File: src/core/stat_det_pkg.sv
package stat_det_pkg;
   // clock and timing
   localparam int CLK_MHZ = 250;
   localparam int ODR_HZ = 200;
   localparam int ODR_CYC = CLK_MHZ * 1000000 / ODR_HZ;
   localparam int CHG_TIME_US = 1200;
   localparam int CHG_CYC = CHG_TIME_US * CLK_MHZ;
   localparam int SLEEP_UNIT = 512;
   localparam int SMP_W = 16;
   localparam int THS_SHIFT = 9;
   // register indices, byte address is four times the index
   localparam logic [7:0] IX_INT_CTRL = 8'h22;
   localparam logic [7:0] IX_ROUTE = 8'h23;
   localparam logic [7:0] IX_WAKE_THS = 8'h34;
   localparam logic [7:0] IX_WAKE_DURATION = 8'h35;
   localparam logic [7:0] IX_INT_SRC = 8'h3B;
   localparam logic [7:0] IX_OFS_CTRL = 8'h3F;
   localparam logic [7:0] IX_IRQ_STAT = 8'h40;
   localparam logic [7:0] IX_IRQ_MASK = 8'h41;
   // fields
   localparam int LATCH_BIT = 2;
   localparam int SLEEP_EN_BIT = 6;
   localparam int THS_MSB = 5;
   localparam int STAT_BIT = 4;
   localparam int WDUR_MSB = 6;
   localparam int WDUR_LSB = 5;
   localparam int SDUR_MSB = 3;
   localparam int SRC_SEL_BIT = 0;
   localparam int RT_WAKE0 = 0;
   localparam int RT_SLEEP1 = 1;
   localparam int RT_CHG1 = 2;
   localparam int EV_WAKE = 0;
   localparam int EV_SLEEP = 1;
   localparam int EV_CHG = 2;
   localparam int EV_W = 3;
   localparam logic [7:0] REG_RST = 8'h00;
endpackage : stat_det_pkg

File: src/core/stationary_activity_detector.sv
`timescale 1ns/1ns
module stationary_activity_detector #(
   parameter int ODR_DIV = stat_det_pkg::ODR_CYC,
   parameter int CHG_CYCLES = stat_det_pkg::CHG_CYC,
   parameter int SLEEP_STEP = stat_det_pkg::SLEEP_UNIT
) (
   // clock and reset
   input wire logic pclk,
   input wire logic presetn,
   // apb slave
   input wire logic psel,
   input wire logic penable,
   input wire logic pwrite,
   input wire logic [11:0] paddr,
   input wire logic [31:0] pwdata,
   output logic [31:0] prdata,
   output logic pready,
   output logic pslverr,
   // filtered samples
   input wire logic [15:0] hp_x,
   input wire logic [15:0] hp_y,
   input wire logic [15:0] hp_z,
   // offset-corrected samples
   input wire logic [15:0] ofs_x,
   input wire logic [15:0] ofs_y,
   input wire logic [15:0] ofs_z,
   // pins and interrupt
   output logic int0_pin,
   output logic int1_pin,
   output logic irq
);
   localparam int EW = stat_det_pkg::EV_W;
   logic [7:0] int_ctrl_r, route_r, wake_ths_r, wake_duration_r, ofs_ctrl_r;
   logic [EW-1:0] irq_stat_r, irq_mask_r, ev;
   logic [31:0] prdata_r, odr_cnt_r, chg_cnt_r, rdat;
   logic [15:0] sleep_cnt_r, thr, sleep_tgt;
   logic [15:0] mag [3];
   logic [15:0] smp [3];
   logic [2:0] wake_cnt_r;
   logic pready_r, pslverr_r, tick, asleep_r, wake_flag_r, chg_flag_r;
   logic int0_r, int1_r, irq_r, det_en, latch, any_above, all_below;
   logic wake_hit, sleep_hit, acc, wr, rd, src_rd, stat_rd, hit;
   logic [7:0] ix;
   assign acc = psel && penable && pready_r;
   assign wr = acc && pwrite;
   assign rd = acc && !pwrite;
   assign ix = paddr[9:2];
   assign src_rd = rd && hit && ix == stat_det_pkg::IX_INT_SRC;
   assign stat_rd = rd && hit && ix == stat_det_pkg::IX_IRQ_STAT;
   assign det_en = wake_ths_r[stat_det_pkg::SLEEP_EN_BIT]
      && wake_duration_r[stat_det_pkg::STAT_BIT];
   assign latch = int_ctrl_r[stat_det_pkg::LATCH_BIT];
   assign thr = 16'(wake_ths_r[stat_det_pkg::THS_MSB:0])
      << stat_det_pkg::THS_SHIFT;
   assign sleep_tgt = 16'(32'(wake_duration_r[stat_det_pkg::SDUR_MSB:0])
      * SLEEP_STEP);

   // sample source and magnitude
   always_comb
   begin
      smp[0] = ofs_ctrl_r[stat_det_pkg::SRC_SEL_BIT] ? ofs_x : hp_x;
      smp[1] = ofs_ctrl_r[stat_det_pkg::SRC_SEL_BIT] ? ofs_y : hp_y;
      smp[2] = ofs_ctrl_r[stat_det_pkg::SRC_SEL_BIT] ? ofs_z : hp_z;
      any_above = 1'b0;
      all_below = 1'b1;
      for (int i = 0; i < 3; i++)
      begin
         mag[i] = smp[i][15] ? 16'(-smp[i]) : smp[i];
         if (mag[i] > thr)
         begin
            any_above = 1'b1;
            all_below = 1'b0;
         end
      end
   end

   // wake fires after the duration in sample periods
   assign wake_hit = tick && any_above
      && wake_cnt_r == 3'(wake_duration_r[stat_det_pkg::WDUR_MSB:
      stat_det_pkg::WDUR_LSB]);
   assign sleep_hit = tick && all_below && det_en && !asleep_r
      && sleep_cnt_r >= sleep_tgt;
   assign ev = {asleep_r != (det_en && (sleep_hit || (asleep_r
      && !wake_hit))), sleep_hit, wake_hit};

   // output data rate divider
   always_ff @(posedge pclk or negedge presetn)
   begin
      if (!presetn)
         odr_cnt_r <= 32'h00000000;
      else if (odr_cnt_r == 32'(ODR_DIV - 1))
         odr_cnt_r <= 32'h00000000;
      else
         odr_cnt_r <= odr_cnt_r + 32'h00000001;
   end
   assign tick = odr_cnt_r == 32'(ODR_DIV - 1);

   // wake duration counter
   always_ff @(posedge pclk or negedge presetn)
   begin
      if (!presetn)
         wake_cnt_r <= 3'h0;
      else if (tick && !any_above)
         wake_cnt_r <= 3'h0;
      else if (tick && wake_cnt_r != 3'h4)
         wake_cnt_r <= wake_cnt_r + 3'h1;
   end

   // sleep timing and state
   always_ff @(posedge pclk or negedge presetn)
   begin
      if (!presetn)
      begin
         sleep_cnt_r <= 16'h0000;
         asleep_r <= 1'b0;
      end
      else if (!det_en)
      begin
         sleep_cnt_r <= 16'h0000;
         asleep_r <= 1'b0;
      end
      else if (tick)
      begin
         if (!all_below)
            sleep_cnt_r <= 16'h0000;
         else if (sleep_cnt_r != 16'hFFFF)
            sleep_cnt_r <= sleep_cnt_r + 16'h0001;
         if (wake_hit)
            asleep_r <= 1'b0;
         else if (sleep_hit)
            asleep_r <= 1'b1;
      end
   end

   // wake flag: one sample period, or held under latch
   always_ff @(posedge pclk or negedge presetn)
   begin
      if (!presetn)
         wake_flag_r <= 1'b0;
      else if (wake_hit)
         wake_flag_r <= 1'b1;
      else if (latch ? src_rd && prdata_r[stat_det_pkg::EV_WAKE] : tick)
         wake_flag_r <= 1'b0;
   end

   // state change flag held for a fixed time
   always_ff @(posedge pclk or negedge presetn)
   begin
      if (!presetn)
         chg_cnt_r <= 32'h00000000;
      else if (ev[stat_det_pkg::EV_CHG])
         chg_cnt_r <= 32'(CHG_CYCLES);
      else if (chg_cnt_r != 32'h00000000)
         chg_cnt_r <= chg_cnt_r - 32'h00000001;
   end
   assign chg_flag_r = chg_cnt_r != 32'h00000000;

   // pins; no dedicated stationary pin exists
   always_ff @(posedge pclk or negedge presetn)
   begin
      if (!presetn)
      begin
         int0_r <= 1'b0;
         int1_r <= 1'b0;
         irq_r <= 1'b0;
      end
      else
      begin
         int0_r <= route_r[stat_det_pkg::RT_WAKE0] && wake_flag_r;
         int1_r <= (route_r[stat_det_pkg::RT_SLEEP1] && asleep_r)
            || (route_r[stat_det_pkg::RT_CHG1] && chg_flag_r);
         irq_r <= |(irq_stat_r & irq_mask_r);
      end
   end

   // sticky status, set wins; read clears only what it returned
   always_ff @(posedge pclk or negedge presetn)
   begin
      if (!presetn)
         irq_stat_r <= '0;
      else
         irq_stat_r <= (irq_stat_r & ~(stat_rd ? prdata_r[EW-1:0] : '0)) | ev;
   end

   // register writes
   always_ff @(posedge pclk or negedge presetn)
   begin
      if (!presetn)
      begin
         int_ctrl_r <= stat_det_pkg::REG_RST;
         route_r <= stat_det_pkg::REG_RST;
         wake_ths_r <= stat_det_pkg::REG_RST;
         wake_duration_r <= stat_det_pkg::REG_RST;
         ofs_ctrl_r <= stat_det_pkg::REG_RST;
         irq_mask_r <= '0;
      end
      else if (wr)
      begin
         unique case (ix)
            stat_det_pkg::IX_INT_CTRL: int_ctrl_r <= pwdata[7:0];
            stat_det_pkg::IX_ROUTE: route_r <= pwdata[7:0];
            stat_det_pkg::IX_WAKE_THS: wake_ths_r <= pwdata[7:0];
            stat_det_pkg::IX_WAKE_DURATION: wake_duration_r <= pwdata[7:0];
            stat_det_pkg::IX_OFS_CTRL: ofs_ctrl_r <= pwdata[7:0];
            stat_det_pkg::IX_IRQ_MASK: irq_mask_r <= pwdata[EW-1:0];
            default: ;
         endcase
      end
   end

   // read mux and decode
   always_comb
   begin
      hit = paddr[11:10] == 2'h0;
      rdat = 32'h00000000;
      unique case (ix)
         stat_det_pkg::IX_INT_CTRL: rdat[7:0] = int_ctrl_r;
         stat_det_pkg::IX_ROUTE: rdat[7:0] = route_r;
         stat_det_pkg::IX_WAKE_THS: rdat[7:0] = wake_ths_r;
         stat_det_pkg::IX_WAKE_DURATION: rdat[7:0] = wake_duration_r;
         stat_det_pkg::IX_OFS_CTRL: rdat[7:0] = ofs_ctrl_r;
         stat_det_pkg::IX_INT_SRC:
            rdat[EW-1:0] = {chg_flag_r, asleep_r, wake_flag_r};
         stat_det_pkg::IX_IRQ_STAT: rdat[EW-1:0] = irq_stat_r;
         stat_det_pkg::IX_IRQ_MASK: rdat[EW-1:0] = irq_mask_r;
         default: hit = 1'b0;
      endcase
   end

   // apb answer with one wait state
   always_ff @(posedge pclk or negedge presetn)
   begin
      if (!presetn)
      begin
         pready_r <= 1'b0;
         pslverr_r <= 1'b0;
         prdata_r <= 32'h00000000;
      end
      else
      begin
         pready_r <= psel && penable && !pready_r;
         pslverr_r <= psel && penable && !pready_r && !hit;
         if (psel && penable && !pready_r)
            prdata_r <= (hit && !pwrite) ? rdat : 32'h00000000;
      end
   end

   assign prdata = prdata_r;
   assign pready = pready_r;
   assign pslverr = pslverr_r;
   assign int0_pin = int0_r;
   assign int1_pin = int1_r;
   assign irq = irq_r;
   // checks
   property p_det_off;
      @(posedge pclk) disable iff (!presetn)
      !det_en |=> !asleep_r;
   endproperty
   a_det_off: assert property (p_det_off)
      else $error("sleep state without detection enabled");
   property p_sleep_cause;
      @(posedge pclk) disable iff (!presetn)
      $rose(asleep_r) |-> $past(tick && all_below && det_en);
   endproperty
   a_sleep_cause: assert property (p_sleep_cause)
      else $error("sleep entered without quiet sample");
   property p_wake_exit;
      @(posedge pclk) disable iff (!presetn)
      asleep_r && wake_hit |=> !asleep_r && sleep_cnt_r == 16'h0000;
   endproperty
   a_wake_exit: assert property (p_wake_exit)
      else $error("wake did not end sleep state");
   property p_chg_len;
      @(posedge pclk) disable iff (!presetn)
      ev[stat_det_pkg::EV_CHG] |=> chg_cnt_r == 32'(CHG_CYCLES);
   endproperty
   a_chg_len: assert property (p_chg_len)
      else $error("state change hold time wrong");
   property p_int1;
      @(posedge pclk) disable iff (!presetn)
      route_r[stat_det_pkg::RT_SLEEP1] && asleep_r |=> int1_r;
   endproperty
   a_int1: assert property (p_int1)
      else $error("sleep state not on pin one");
   property p_int0;
      @(posedge pclk) disable iff (!presetn)
      wake_hit && route_r[stat_det_pkg::RT_WAKE0] ##1
      route_r[stat_det_pkg::RT_WAKE0] |=> int0_r;
   endproperty
   a_int0: assert property (p_int0)
      else $error("wake not on pin zero");
   property p_wake_pulse;
      @(posedge pclk) disable iff (!presetn)
      wake_flag_r && tick && !latch && !wake_hit |=> !wake_flag_r;
   endproperty
   a_wake_pulse: assert property (p_wake_pulse)
      else $error("wake pulse longer than one sample period");
   property p_wake_hold;
      @(posedge pclk) disable iff (!presetn)
      wake_flag_r && !tick && !src_rd |=> wake_flag_r;
   endproperty
   a_wake_hold: assert property (p_wake_hold)
      else $error("wake pulse shorter than one sample period");
   property p_wake_duration;
      @(posedge pclk) disable iff (!presetn)
      $rose(wake_flag_r) |-> $past(wake_cnt_r) == $past(3'(wake_duration_r[
      stat_det_pkg::WDUR_MSB:stat_det_pkg::WDUR_LSB]));
   endproperty
   a_wake_duration: assert property (p_wake_duration)
      else $error("wake before duration elapsed");
   property p_src;
      @(posedge pclk) disable iff (!presetn)
      ofs_ctrl_r[stat_det_pkg::SRC_SEL_BIT] && {ofs_x, ofs_y, ofs_z} == '0
      |-> !any_above;
   endproperty
   a_src: assert property (p_src)
      else $error("wrong sample source");
   c_sleep: cover property (@(posedge pclk) disable iff (!presetn)
      $rose(asleep_r));
   c_wake_exit: cover property (@(posedge pclk) disable iff (!presetn)
      $fell(asleep_r));
   c_irq: cover property (@(posedge pclk) disable iff (!presetn)
      $rose(irq_r));
endmodule : stationary_activity_detector

File: config.mk
export PLATFORM = sky130hd
export DESIGN_NAME = stationary_activity_detector
export DESIGN_NICKNAME = d
export VERILOG_FILES = /design/src/core/stat_det_pkg.sv /design/src/core/stationary_activity_detector.sv
export SDC_FILE = /design/constraint.sdc
export NUM_CORES = 1
export LEC_CHECK = 0
export BUFFER_PORTS_ARGS = -buffer_cell sky130_fd_sc_hd__buf_2
export CORE_MARGIN = 2
export CORE_UTILIZATION = 23
export DETAILED_ROUTE_END_ITERATION = 10
export GPL_TIMING_DRIVEN = 1
export PLACE_DENSITY = 0.42
export SYNTH_ARGS = -nofsm -noshare
export SYNTH_HDL_FRONTEND = slang
export SYNTH_SLANG_ARGS = --single-unit
File: constraint.sdc
create_clock -name pclk -period 6.4 [get_ports pclk]
set_input_delay 0.96 -clock pclk [delete_from_list [all_inputs] [get_ports pclk]]
set_output_delay 0.96 -clock pclk [all_outputs]
set_load 0.005 [all_outputs]
Word-level counts from Yosys, hierarchy flattened:

Cells that the tools add are included.

* bits of input ports: 145
* output and inout port bits: 37
* flip-flop bits (word level): 168

* add/sub/neg operators: 7
* $lt $le $gt $ge: 4
* equality and inequality tests: 16
* mux-type cells: 33
* bitwise gates (word level): 4
* reductions and logical operators: 48

Operators by type and width (number)
* 16-bit two-way mux: 10
* 32-bit two-way mux: 3
* 8-bit by 6-bit equality test with 1-bit output, second input constant: 6
* 16-bit by 15-bit > comparator with 1-bit output: 3
* 16-bit negation: 3
* 32-bit by 1-bit adder with 32-bit output, second input constant: 1
* 32-bit by 21-bit equality test with 1-bit output, second input constant: 1
* 32-bit nonzero test: 1
* 32-bit by 1-bit subtractor with 32-bit output, second input constant: 1
* 1-bit logical AND: 25
* 5-bit case mux with 5 select lines: 1
* 3-bit case mux with 8 select lines: 1
* 16-bit by 1-bit adder with 16-bit output, second input constant: 1
* 8-bit by 7-bit equality test with 1-bit output, second input constant: 2
* 16-bit by 13-bit greater-or-equal comparator with 1-bit output: 1
* 16-bit inequality test, second input constant: 1
* 2-bit AND reduction: 8
* 1-bit two-way mux: 14
* 3-bit two-way mux: 3
* 8-bit two-way mux: 1
* 8-bit OR reduction: 1
* 3-bit bitwise AND: 2
* 1-bit zero test: 6
* 2-bit nonzero test: 3
* other kinds (12): 13

Depth between registers and ports, before layout:

Gate-level depths: netlist of the first run.

* depth in word-level cells: 15
* mapped depth: 25
* mapped depth without buffers: 17

Least setup slack after synthesis of the first run:

OpenSTA, ideal clock, no wires.

* kind: flip-flop to flip-flop
* from: register ofs_ctrl_r[0]
* to: register chg_cnt_r[11]
* setup slack: 0.654 ns
* data arrival time: 5.627 ns
* period minus slack after synthesis: 5.746 ns
* path buffers: 8
* cell stages (with the launch flop): 26
* path through: dfrtp_1 -> buf_4 -> buf_8 -> buf_6 -> buf_2 -> buf_2 -> buf_1 -> buf_1 -> mux2i_1 -> ha_1 -> nor4bb_1 -> o211ai_1 -> or2_2 -> o21ai_0 -> xor2_1 -> ha_1 -> and4_1 -> nand4_1 -> or3_1 -> a2111oi_0 -> o211ai_1 -> a211o_4 -> o31a_1 -> o31ai_2 -> buf_4 -> nor2_1

* longest elaborated chain between the ends: 15
* elaborated cells on any way between the ends: 31

RTL lines
* start, declared: RTL line stationary_activity_detector.sv:33 `logic [7:0] int_ctrl_r, route_r, wake_ths_r, wake_duration_r, ofs_ctrl_r;`
* start signal, assigned: RTL line stationary_activity_detector.sv:194 `ofs_ctrl_r <= stat_det_pkg::REG_RST;`
* start signal, assigned: RTL line stationary_activity_detector.sv:204 `stat_det_pkg::IX_OFS_CTRL: ofs_ctrl_r <= pwdata[7:0];`
* 16-bit two-way mux: RTL line stationary_activity_detector.sv:61 `smp[0] = ofs_ctrl_r[stat_det_pkg::SRC_SEL_BIT] ? ofs_x : hp_x;`
* 16-bit negation: RTL line stationary_activity_detector.sv:68 `mag[i] = smp[i][15] ? 16'(-smp[i]) : smp[i];`
* 16-bit two-way mux: RTL line stationary_activity_detector.sv:68
* 16-bit by 15-bit > comparator with 1-bit output: RTL line stationary_activity_detector.sv:69 `if (mag[i] > thr)`
* 1-bit two-way mux (3 in series): RTL line stationary_activity_detector.sv:69
* 1-bit logical AND (on tied branches): RTL line stationary_activity_detector.sv:81, stationary_activity_detector.sv:78
* 1-bit logical AND (on tied branches): RTL line stationary_activity_detector.sv:81, stationary_activity_detector.sv:79
* 1-bit logical AND / 1-bit zero test (equally long branches): RTL line stationary_activity_detector.sv:81, stationary_activity_detector.sv:84
* 1-bit logical AND (on tied branches): RTL line stationary_activity_detector.sv:82, stationary_activity_detector.sv:84
* 1-bit logical OR *: RTL line stationary_activity_detector.sv:83 `assign ev = {asleep_r != (det_en && (sleep_hit || (asleep_r`
* 1-bit logical AND *: RTL line stationary_activity_detector.sv:83
* 1-bit inequality test *: RTL line stationary_activity_detector.sv:83
* 32-bit two-way mux / 2-bit nonzero test (equally long branches)
* end signal, assigned: RTL line stationary_activity_detector.sv:152 `chg_cnt_r <= 32'(CHG_CYCLES);`
* end signal, assigned: RTL line stationary_activity_detector.sv:154 `chg_cnt_r <= chg_cnt_r - 32'h00000001;`
* end, declared: RTL line stationary_activity_detector.sv:35 `logic [31:0] prdata_r, odr_cnt_r, chg_cnt_r, rdat;`

Every way passes the cells marked *; elsewhere a longest branch is shown, timed or not.
A chain may end at the register's enable or synchronous reset.

Final worst setup path of the first run:

* from: register ofs_ctrl_r[0]
* to: register chg_cnt_r[26]

Same word-level chain as after synthesis.

==> results.py, run 1 <==
metrics = {
    "outcome": {
        "outcome": "completed",
    },
    "final_layout": {
        "fin_nets": 1347,
        "stdcell_area_sq_um": 11500,
        "fin_util": 0.275,
        "syn_to_final_growth_pct": 18.1,
        "fill_cells": 4442,
        "drive_gt1_frac": 0.210,
        "num_antenna_cells": 0,
        "multiInputGateArea_sq_um": 5780,
        "ff_latch_area_sq_um": 3610,
        "fin_cells": 1722,
    },
    "routing": {
        "routed_wl_um": 26800,
        "postRouteAntennaNets": 0,
        "wl_met1_um": 13800,
        "met3WireLength_um": 892,
        "dr.pass1.iters": 5,
        "via_per_inst": 4.75,
        "first_iter_violations": 325,
        "via_count": 8181,
        "drcViolationCount": 0,
        "maxUsedRoutingLayer": "met4",
        "wl_met2_um": 11800,
        "wire_per_inst_um": 15.5,
    },
    "synthesis": {
        "syn_inst": 1049,
        "synthTopCellsByArea": "dfrtp_1 37%, mux2_2 5.5%, mux2i_1 4.6%",
        "yosysWarnings": 0,
        "synth_top_flop_cell": "dfrtp_1",
        "synth_edf_count": 0,
        "netlist.area_leader.share": 0.369,
        "yosysUniqueCellTypes": 81,
        "syn_area_sq_um": 9760,
        "syn_avg_cell_area_sq_um": 9.30,
        "ys_seq_area_frac": 0.369,
        "async_flop_share": 1.00,
        "synth_top_area_cell": "dfrtp_1",
        "synth_seq_cells": 144,
    },
    "setup_path": {
        "ff2ff_path_depth": 18,
        "max_stage_delay_ns": 0.68,
        "arrival_ns": 6.00,
        "crit_slowest_cell": "dfrtp_4",
        "worstSetupEndpoint": "chg_cnt_r[26]$_DFFE_PN0P_",
        "critPathLaunchType": "flip-flop",
        "r2r_start": "ofs_ctrl_r[0]$_DFFE_PN0P_",
        "r2r_slack_ns": 0.71,
        "critPathKind": "reg2reg",
        "crit_chain": "mux2i_1 -> ha_1 -> nor4bb_1 -> o211ai_1 -> or2_2 -> o21ai_0 -> xor2_1 -> ha_1 -> and4_1 -> nand4_1 -> or3_1 -> a2111oi_0 -> o211ai_1 -> a211o_4 -> o31a_1 -> o31ai_4 -> buf_4 -> nor2_1",
        "worstReg2RegEnd": "chg_cnt_r[26]$_DFFE_PN0P_",
        "startpoint": "ofs_ctrl_r[0]$_DFFE_PN0P_",
        "crit_fanout": 34,
        "end_kind": "flip-flop",
        "required_ns": 6.71,
    },
    "clock_network": {
        "cts_tree": "yes",
        "cts.htree.levels": 4,
        "ctsResizeCount": 0,
        "cts_buffers": 17,
        "ctsHoldBuffers": 0,
        "clk_path_buf_depth": 2,
        "insertion_delay_ns": 0.43,
        "post_cts_buffers": 0,
        "cts_sinks": 144,
        "clkTransAtPathRegs_ns": 0.06,
        "clockRootBuffer": "clkbuf_16",
    },
    "timing": {
        "skew_ns": 0.0128,
        "rsz0062_at_grt": "false",
        "relSlewSlack": 0.276,
        "fin_crit_sh": 0.890,
        "worstMarginPinSlew_ns": 1.09,
        "hold_viol": 0,
        "setup_slack_ns": 0.706,
        "min_period_ns": 5.69,
        "timing.hold.ws_ns": 0.465,
        "fin_tns_setup_ns": 0,
        "drv_slew": 0,
        "max_freq_mhz": 176,
        "setup_viol": 0,
    },
    "global_routing": {
        "antenna_found_initial": 0,
        "grt.overflow.total": 0,
        "grt_start_max_net_pins": 75,
        "grt_pass1_vias": 8124,
        "grt_pass1_wl_um": 43900,
        "grt_util_all_layers": 0.123,
    },
    "power": {
        "max-vdd-ir-drop_v": 0.000178,
        "power_density_nw_per_um2": 187,
        "total_power_mw": 2.15,
        "p_leak_nw": 4.85,
    },
    "hold_path": {
        "hold_path.startpoint": "odr_cnt_r[0]$_DFF_PN0_",
        "hold_path_class": "reg2reg",
    },
    "die": {
        "io_pins": 182,
        "die_h_um": 210,
        "fp.dieW_um": 210,
        "coreArea_sq_um": 41900,
        "die-area_sq_um": 44100,
        "start_util": 0.233,
        "rows": 75,
    },
    "place": {
        "dp_cells": 1691,
        "pre_cts_slack_ns": 0.374,
        "placed_area_sq_um": 10900,
        "io_buffers": 131,
        "place.gp.congestion": 0.787,
        "dp_hpwl_um": 20400,
    },
    "run": {
        "max_cap_viol_count": 0,
    },
}
layout make-up:
type | count | area share
Inverter | 26 | 0.00847
Tap cell | 539 | 0.0585
Timing Repair Buffer | 142 | 0.0657
Sequential cell | 144 | 0.313
Clock inverter | 12 | 0.0138
Multi-Input combinational cell | 840 | 0.501
Clock buffer | 19 | 0.0393
synthesized netlist by cell type (10+ instances only):
| cell type | n |
|---|---|
| o31ai_1 | 11 |
| or4_1 | 11 |
| o21ai_0 | 48 |
| nand4_1 | 20 |
| nor4_1 | 22 |
| a21oi_1 | 39 |
| xnor2_1 | 45 |
| inv_1 | 26 |
| nor3_1 | 44 |
| xor2_1 | 35 |
| buf_4 | 28 |
| nor2_1 | 97 |
| nand2_1 | 91 |
| mux2i_1 | 45 |
| nand2b_1 | 17 |
| nor4b_1 | 10 |
| ha_1 | 31 |
| clkbuf_1 | 20 |
| or2_2 | 10 |
| nand3_1 | 26 |
| dfrtp_1 | 144 |
| mux2_2 | 48 |
| or3_1 | 13 |
metal layers:
metal | up-vias | global-route usage
li1 | 4060 | -
met1 | 3966 | 0.181
met2 | 137 | 0.188
met3 | 18 | 0.0218
met4 | 0 | 0.0308
met5 | - | 0
worst max-delay path, delay by kind of cell, from the launching register on:
kind	cells	cell delay, ns
mux	1	0.39
flops	1	0.68
compound gates	7	2.08
fa+ha+maj	2	0.57
buf+inv	1	0.31
simple gates	6	1.39
xor+xnor	1	0.11
state kept, by name, summed over array words and instances, names as in the netlist, 8 cells and up:
name / count
ofs_ctrl_r: 8
wake_ths_r: 8
wake_duration_r: 8
chg_cnt_r: 32
route_r: 8
odr_cnt_r: 32
sleep_cnt_r: 16
int_ctrl_r: 8
prdata: 8
logic make-up (layout without fill, tap and decap cells):
group | after synthesis | in the layout | share of synthesized area
compound gates | 192 | 192 | 0.136
buf+inv | 88 | 199 | 0.0490
fa+ha+maj | 31 | 31 | 0.0398
xor+xnor | 80 | 80 | 0.0718
simple gates | 417 | 417 | 0.227
flops | 144 | 144 | 0.369
mux | 96 | 96 | 0.107
other cells | 1 | 24 | 0.000384
worst min path at each step:
stage / endpoint / slack (ns) / cells after the start
6_report: odr_cnt_r[0]$_DFF_PN0_ / 0.46 / 1
2_1_floorplan: odr_cnt_r[0]$_DFF_PN0_ / 0.43 / 1
4_1_cts: odr_cnt_r[0]$_DFF_PN0_ / 0.46 / 1
3_3_place_gp: odr_cnt_r[0]$_DFF_PN0_ / 0.46 / 1
3_5_place_dp: odr_cnt_r[0]$_DFF_PN0_ / 0.46 / 1
5_1_grt: odr_cnt_r[0]$_DFF_PN0_ / 0.50 / 1
power by group:
part / internal (mW) / switching [mW]
clock network: 0.634 / 0.398
logic: 0.0802 / 0.124
registers: 0.912 / 0.00141
total: 1.63 / 0.523
placed cells by master (no fill, tap or decap), drive strengths merged, types with 7 or more instances in the layout:
cell and instances:
conb 24, nand2 91, nor3 45, nand4 20, and2 7, nand2b 17
nand3 26, or4 12, buf 142, or2 10, a211oi 10, xnor2 45
nor2 98, mux2i 48, ha 31, o21ai 48, a21oi 39, inv 28
and3 8, o31ai 12, mux2 48, xor2 35, dfrtp 144, nor3b 9
nor4 23, clkbuf 19, o221ai 8, a22o 8, nor4b 11, or3 13
Note: power is estimated with default switching activity, not from simulation.
==> run 2, diff against run 1 <==
Settings changed: CORE_UTILIZATION 23 to 57, PLACE_DENSITY 0.42 to unset, PLACE_DENSITY_LB_ADDON set to 0.25.
==> run 2 against run 1 <==
Die area decreased by 59%. Non-clock buffer count decreased by 4. Clock-buffer cell count increased by 2.
==> results.py, run 2 (synthesis gave the netlist of run 1 again) <==
metrics = {
    "setup_path": {
        "critPathLaunchType": "flip-flop",
        "crit_chain": "mux2i_1 -> ha_1 -> nor4bb_1 -> o211ai_1 -> or2_2 -> o21ai_0 -> xor2_1 -> ha_1 -> and4_1 -> nand4_1 -> or3_1 -> a2111oi_0 -> o211ai_1 -> a211o_4 -> o31a_1 -> o31ai_4 -> buf_4 -> nor2_1",
        "end_kind": "flip-flop",
        "required_ns": 6.71,
        "max_stage_delay_ns": 0.57,
        "crit_fanout": 19,
        "critPathKind": "reg2reg",
        "arrival_ns": 5.86,
        "crit_slowest_cell": "dfrtp_4",
        "r2r_slack_ns": 0.85,
    },
    "timing": {
        "skew_ns": 0.00561,
        "drv_slew": 0,
        "max_freq_mhz": 180,
        "setup_viol": 0,
        "fin_tns_setup_ns": 0,
        "setup_slack_ns": 0.850,
        "timing.hold.ws_ns": 0.464,
        "rsz0062_at_grt": "false",
        "min_period_ns": 5.55,
        "relSlewSlack": 0.165,
        "fin_crit_sh": 0.867,
        "hold_viol": 0,
        "worstMarginPinSlew_ns": 1.24,
    },
    "global_routing": {
        "grt.overflow.total": 0,
        "grt_start_max_net_pins": 85,
        "grt_pass1_vias": 7818,
        "grt_util_all_layers": 0.252,
        "antenna_found_initial": 0,
        "grt_pass1_wl_um": 37200,
    },
    "power": {
        "max-vdd-ir-drop_v": 0.000183,
        "p_leak_nw": 4.81,
        "total_power_mw": 2.08,
        "power_density_nw_per_um2": 189,
    },
    "place": {
        "dp_hpwl_um": 16600,
        "placed_area_sq_um": 10500,
        "place.gp.congestion": 0.890,
        "pre_cts_slack_ns": 0.485,
        "dp_cells": 1368,
        "io_buffers": 131,
    },
    "die": {
        "rows": 47,
        "die_h_um": 135,
        "coreArea_sq_um": 16600,
        "die-area_sq_um": 18200,
        "start_util": 0.586,
        "fp.dieW_um": 135,
        "io_pins": 182,
    },
    "clock_network": {
        "cts_sinks": 144,
        "cts_tree": "yes",
        "ctsHoldBuffers": 0,
        "clkTransAtPathRegs_ns": 0.06,
        "clk_path_buf_depth": 2,
        "ctsResizeCount": 0,
        "cts_buffers": 17,
        "insertion_delay_ns": 0.43,
        "clockRootBuffer": "clkbuf_16",
        "post_cts_buffers": 0,
        "cts.htree.levels": 4,
    },
    "routing": {
        "first_iter_violations": 532,
        "postRouteAntennaNets": 0,
        "dr.pass1.iters": 7,
        "wire_per_inst_um": 16.1,
        "via_per_inst": 5.96,
        "drcViolationCount": 0,
        "via_count": 8333,
        "routed_wl_um": 22600,
    },
    "final_layout": {
        "final_common_cell": "dfrtp_1",
        "stdcell_area_sq_um": 11100,
        "syn_to_final_growth_pct": 13.3,
        "fin_nets": 1343,
        "num_antenna_cells": 0,
        "fin_cells": 1399,
        "drive_gt1_frac": 0.207,
        "final_cell_mix": "143 x dfrtp_1, 130 x buf_2, 97 x nor2_1, 91 x nand2_1",
        "fill_cells": 1333,
        "top_regs": "chg_cnt_r: 32 flops, odr_cnt_r: 32 flops, sleep_cnt_r: 16 flops",
        "fin_util": 0.664,
    },
    "run": {
        "max_cap_viol_count": 0,
    },
    "hold_path": {
        "hold_path_class": "reg2reg",
    },
    "outcome": {
        "outcome": "completed",
    },
}
==> run 2: changes by cell type in the layout (fill, tap and decap cells not counted), sizes merged <==
cell / change
buf: -4
clkbuf: +2
inv: -2
bufinv: -1
clkinvlp: +1
==> run 2: where the power goes <==
part / switching (mW) / leakage (nW) / total, mW / internal, mW
clock network: 0.373 / 0.281 / 0.972 / 0.599
logic: 0.119 / 2.64 / 0.198 / 0.0796
registers: 0.00130 / 1.89 / 0.914 / 0.913
==> run 2: layer usage <==
layer / part of all wire / track usage / wire length (um) / vias up
met5: 0 / 0 / 0 / -
li1: - / - / - / 4048
met4: 0.014 / 0.0667 / 315 / 0
met2: 0.47 / 0.411 / 10600 / 271
met1: 0.46 / 0.346 / 10300 / 3979
met3: 0.059 / 0.0465 / 1320 / 35
==> run 2: final timing paths <==
| check | startpoint | endpoint | depth (start not counted) |
|---|---|---|---|
| setup / recovery | ofs_ctrl_r[0]$_DFFE_PN0P_ | chg_cnt_r[17]$_DFFE_PN0P_ | 18 |
| hold / removal | odr_cnt_r[0]$_DFF_PN0_ | odr_cnt_r[0]$_DFF_PN0_ | 1 |
| setup reg to reg | ofs_ctrl_r[0]$_DFFE_PN0P_ | chg_cnt_r[17]$_DFFE_PN0P_ | 18 |
| hold reg to reg | odr_cnt_r[0]$_DFF_PN0_ | odr_cnt_r[0]$_DFF_PN0_ | 1 |
| max in group asynchronous | presetn | ofs_ctrl_r[0]$_DFFE_PN0P_ | 2 |
| min in group asynchronous | presetn | chg_cnt_r[22]$_DFFE_PN0P_ | 1 |
==> run 2: layout make-up <==
class / instances / area [sq um] / share of cell area
multi-input cells: 840 / 5780 / 0.523
flip-flops and latches: 144 / 3610 / 0.326
well taps: 220 / 275 / 0.0249
repair buffers: 138 / 714 / 0.0646
clock buffers: 21 / 470 / 0.0426
clock inverters: 10 / 111 / 0.0101
inverters: 26 / 97.6 / 0.00883
==> run 2: worst max-delay path: cells and delay by family (launching register included) <==
family	cells	cell delay, ns
AOI/OAI and AO/OA	7	1.96
muxes	1	0.40
buffers and inverters	1	0.35
and+or+nand+nor	6	1.44
xor gates and xnor gates	1	0.11
adders and majority gates	2	0.58
DFF	1	0.57
==> run 3, diff against run 2 <==
Settings changed: CORE_UTILIZATION 57 to 58, CTS_BUF_LIST set to sky130_fd_sc_hd__clkbuf_2 sky130_fd_sc_hd__clkbuf_4 sky130_fd_sc_hd__clkbuf_8.
==> run 3 against run 2 <==
Non-clock buffer count unchanged. Setup slack improved by 0.17 ns. Routed wire length decreased by 2.5%. Design area decreased by 1.6%. Clock skew increased by 0.0056 ns.
==> results.py, run 3 (synthesis gave the netlist of run 1 again) <==
metrics = {
    "run": {
        "max_cap_viol_count": 0,
    },
    "hold_path": {
        "hold_path.startpoint": "odr_cnt_r[0]$_DFF_PN0_",
        "hold_path_class": "reg2reg",
    },
    "global_routing": {
        "grt.overflow.total": 0,
        "grt_pass1_wl_um": 37200,
        "grt_pass1_vias": 7837,
        "grt_start_max_net_pins": 106,
        "grt_util_all_layers": 0.255,
        "antenna_found_initial": 0,
    },
    "final_layout": {
        "fin_cells": 1400,
        "fill_cells": 1379,
        "drive_gt1_frac": 0.208,
        "final_cell_mix": "143 x dfrtp_1, 130 x buf_2, 97 x nor2_1, 91 x nand2_1",
        "syn_to_final_growth_pct": 11.4,
        "fin_nets": 1343,
        "final_common_cell": "dfrtp_1",
        "num_antenna_cells": 0,
        "top_regs": "chg_cnt_r: 32 flops, odr_cnt_r: 32 flops, sleep_cnt_r: 16 flops",
        "fin_util": 0.658,
        "stdcell_area_sq_um": 10900,
    },
    "setup_path": {
        "max_stage_delay_ns": 0.43,
        "crit_chain": "buf_2 -> mux2i_1 -> ha_1 -> nor4bb_1 -> o211ai_1 -> or2_2 -> o21ai_0 -> xor2_1 -> ha_1 -> and4_1 -> nand4_1 -> or3_1 -> a2111oi_0 -> o211ai_1 -> a211o_4 -> o31a_1 -> o31ai_4 -> buf_4 -> nor2_1",
        "end_kind": "flip-flop",
        "startpoint": "ofs_y[0]",
        "critPathLaunchType": "input port",
        "path_buf_inv": 2,
        "r2r_start": "ofs_ctrl_r[0]$_DFFE_PN0P_",
        "crit_fanout": 18,
        "critPathKind": "in2reg",
        "crit_slowest_cell": "a211o_4",
        "critPathTopFamily": "compound AO/OA/AOI/OAI gates",
        "arrival_ns": 5.72,
        "required_ns": 6.74,
    },
    "timing": {
        "max_freq_mhz": 186,
        "rsz0062_at_grt": "false",
        "skew_ns": 0.0112,
        "worstMarginPinSlew_ns": 1.21,
        "relSlewSlack": 0.189,
        "fin_crit_sh": 0.841,
        "hold_viol": 0,
        "timing.hold.ws_ns": 0.466,
        "setup_slack_ns": 1.02,
        "setup_viol": 0,
        "fin_tns_setup_ns": 0,
        "min_period_ns": 5.38,
        "drv_slew": 0,
    },
    "die": {
        "start_util": 0.590,
        "io_pins": 182,
        "die_h_um": 134,
        "die-area_sq_um": 17900,
        "rows": 47,
        "fp.dieW_um": 134,
        "coreArea_sq_um": 16500,
    },
    "power": {
        "seqPwrFrac": 0.497,
        "p_clk_frac": 0.396,
        "max-vdd-ir-drop_v": 0.000113,
        "combPwrFrac": 0.107,
        "power_density_nw_per_um2": 169,
        "total_power_mw": 1.84,
        "p_int_mw": 1.39,
        "switching_share": 0.243,
        "p_leak_nw": 4.74,
        "switching_power_uw": 446,
    },
    "routing": {
        "drcViolationCount": 0,
        "dr.pass1.iters": 5,
        "routed_wl_um": 22000,
        "first_iter_violations": 429,
        "postRouteAntennaNets": 0,
        "via_per_inst": 5.93,
        "wire_per_inst_um": 15.7,
        "via_count": 8302,
    },
    "clock_network": {
        "cts_tree": "yes",
        "ctsHoldBuffers": 0,
        "clk_path_buf_depth": 2,
        "insertion_delay_ns": 0.46,
        "ctsResizeCount": 0,
        "post_cts_buffers": 0,
        "cts_buffers": 17,
        "cts_sinks": 144,
        "cts.htree.levels": 4,
        "clockRootBuffer": "clkbuf_8",
        "clkTransAtPathRegs_ns": 0.07,
    },
    "place": {
        "place.gp.congestion": 0.886,
        "placed_area_sq_um": 10500,
        "pre_cts_slack_ns": 0.589,
        "dp_hpwl_um": 16300,
        "io_buffers": 131,
        "dp_cells": 1368,
    },
    "outcome": {
        "outcome": "completed",
    },
}
run 3: cell type report:
cell class	count	area, sq um	area share
repair buffers	138	714	0.0657
inverters	26	97.6	0.00898
clock inverters	6	80.1	0.00737
multi-input cells	840	5780	0.531
flip-flops and latches	144	3610	0.332
well taps	220	275	0.0253
clock buffers	26	320	0.0295
run 3: layer usage:
metal	vias up	track usage	routed length, um	share of wire
met4	0	0.0833	367	0.017
li1	4051	-	-	-
met2	232	0.407	10200	0.46
met5	-	0	0	0
met3	31	0.0388	1030	0.047
met1	3988	0.358	10400	0.47
run 3: power groups by stage:
stage	sequential [mW]	combinational, mW	clock, mW
floorplan	0.930	0.113	0
global placement	0.930	0.194	0
detailed placement	0.930	0.196	0
CTS	0.912	0.197	0.735
global route	0.912	0.222	0.779
finish	0.913	0.197	0.728
run 3: worst paths after layout:
path | to | slack, ns | cells past startpoint
max | chg_cnt_r[25]$_DFFE_PN0P_ | 1.02 | 19
min in group asynchronous | chg_cnt_r[26]$_DFFE_PN0P_ | 0.63 | 1
min | odr_cnt_r[0]$_DFF_PN0_ | 0.47 | 1
max in group asynchronous | ofs_ctrl_r[0]$_DFFE_PN0P_ | 4.69 | 2
max reg2reg | chg_cnt_r[25]$_DFFE_PN0P_ | 1.02 | 19
min reg2reg | odr_cnt_r[0]$_DFF_PN0_ | 0.47 | 1
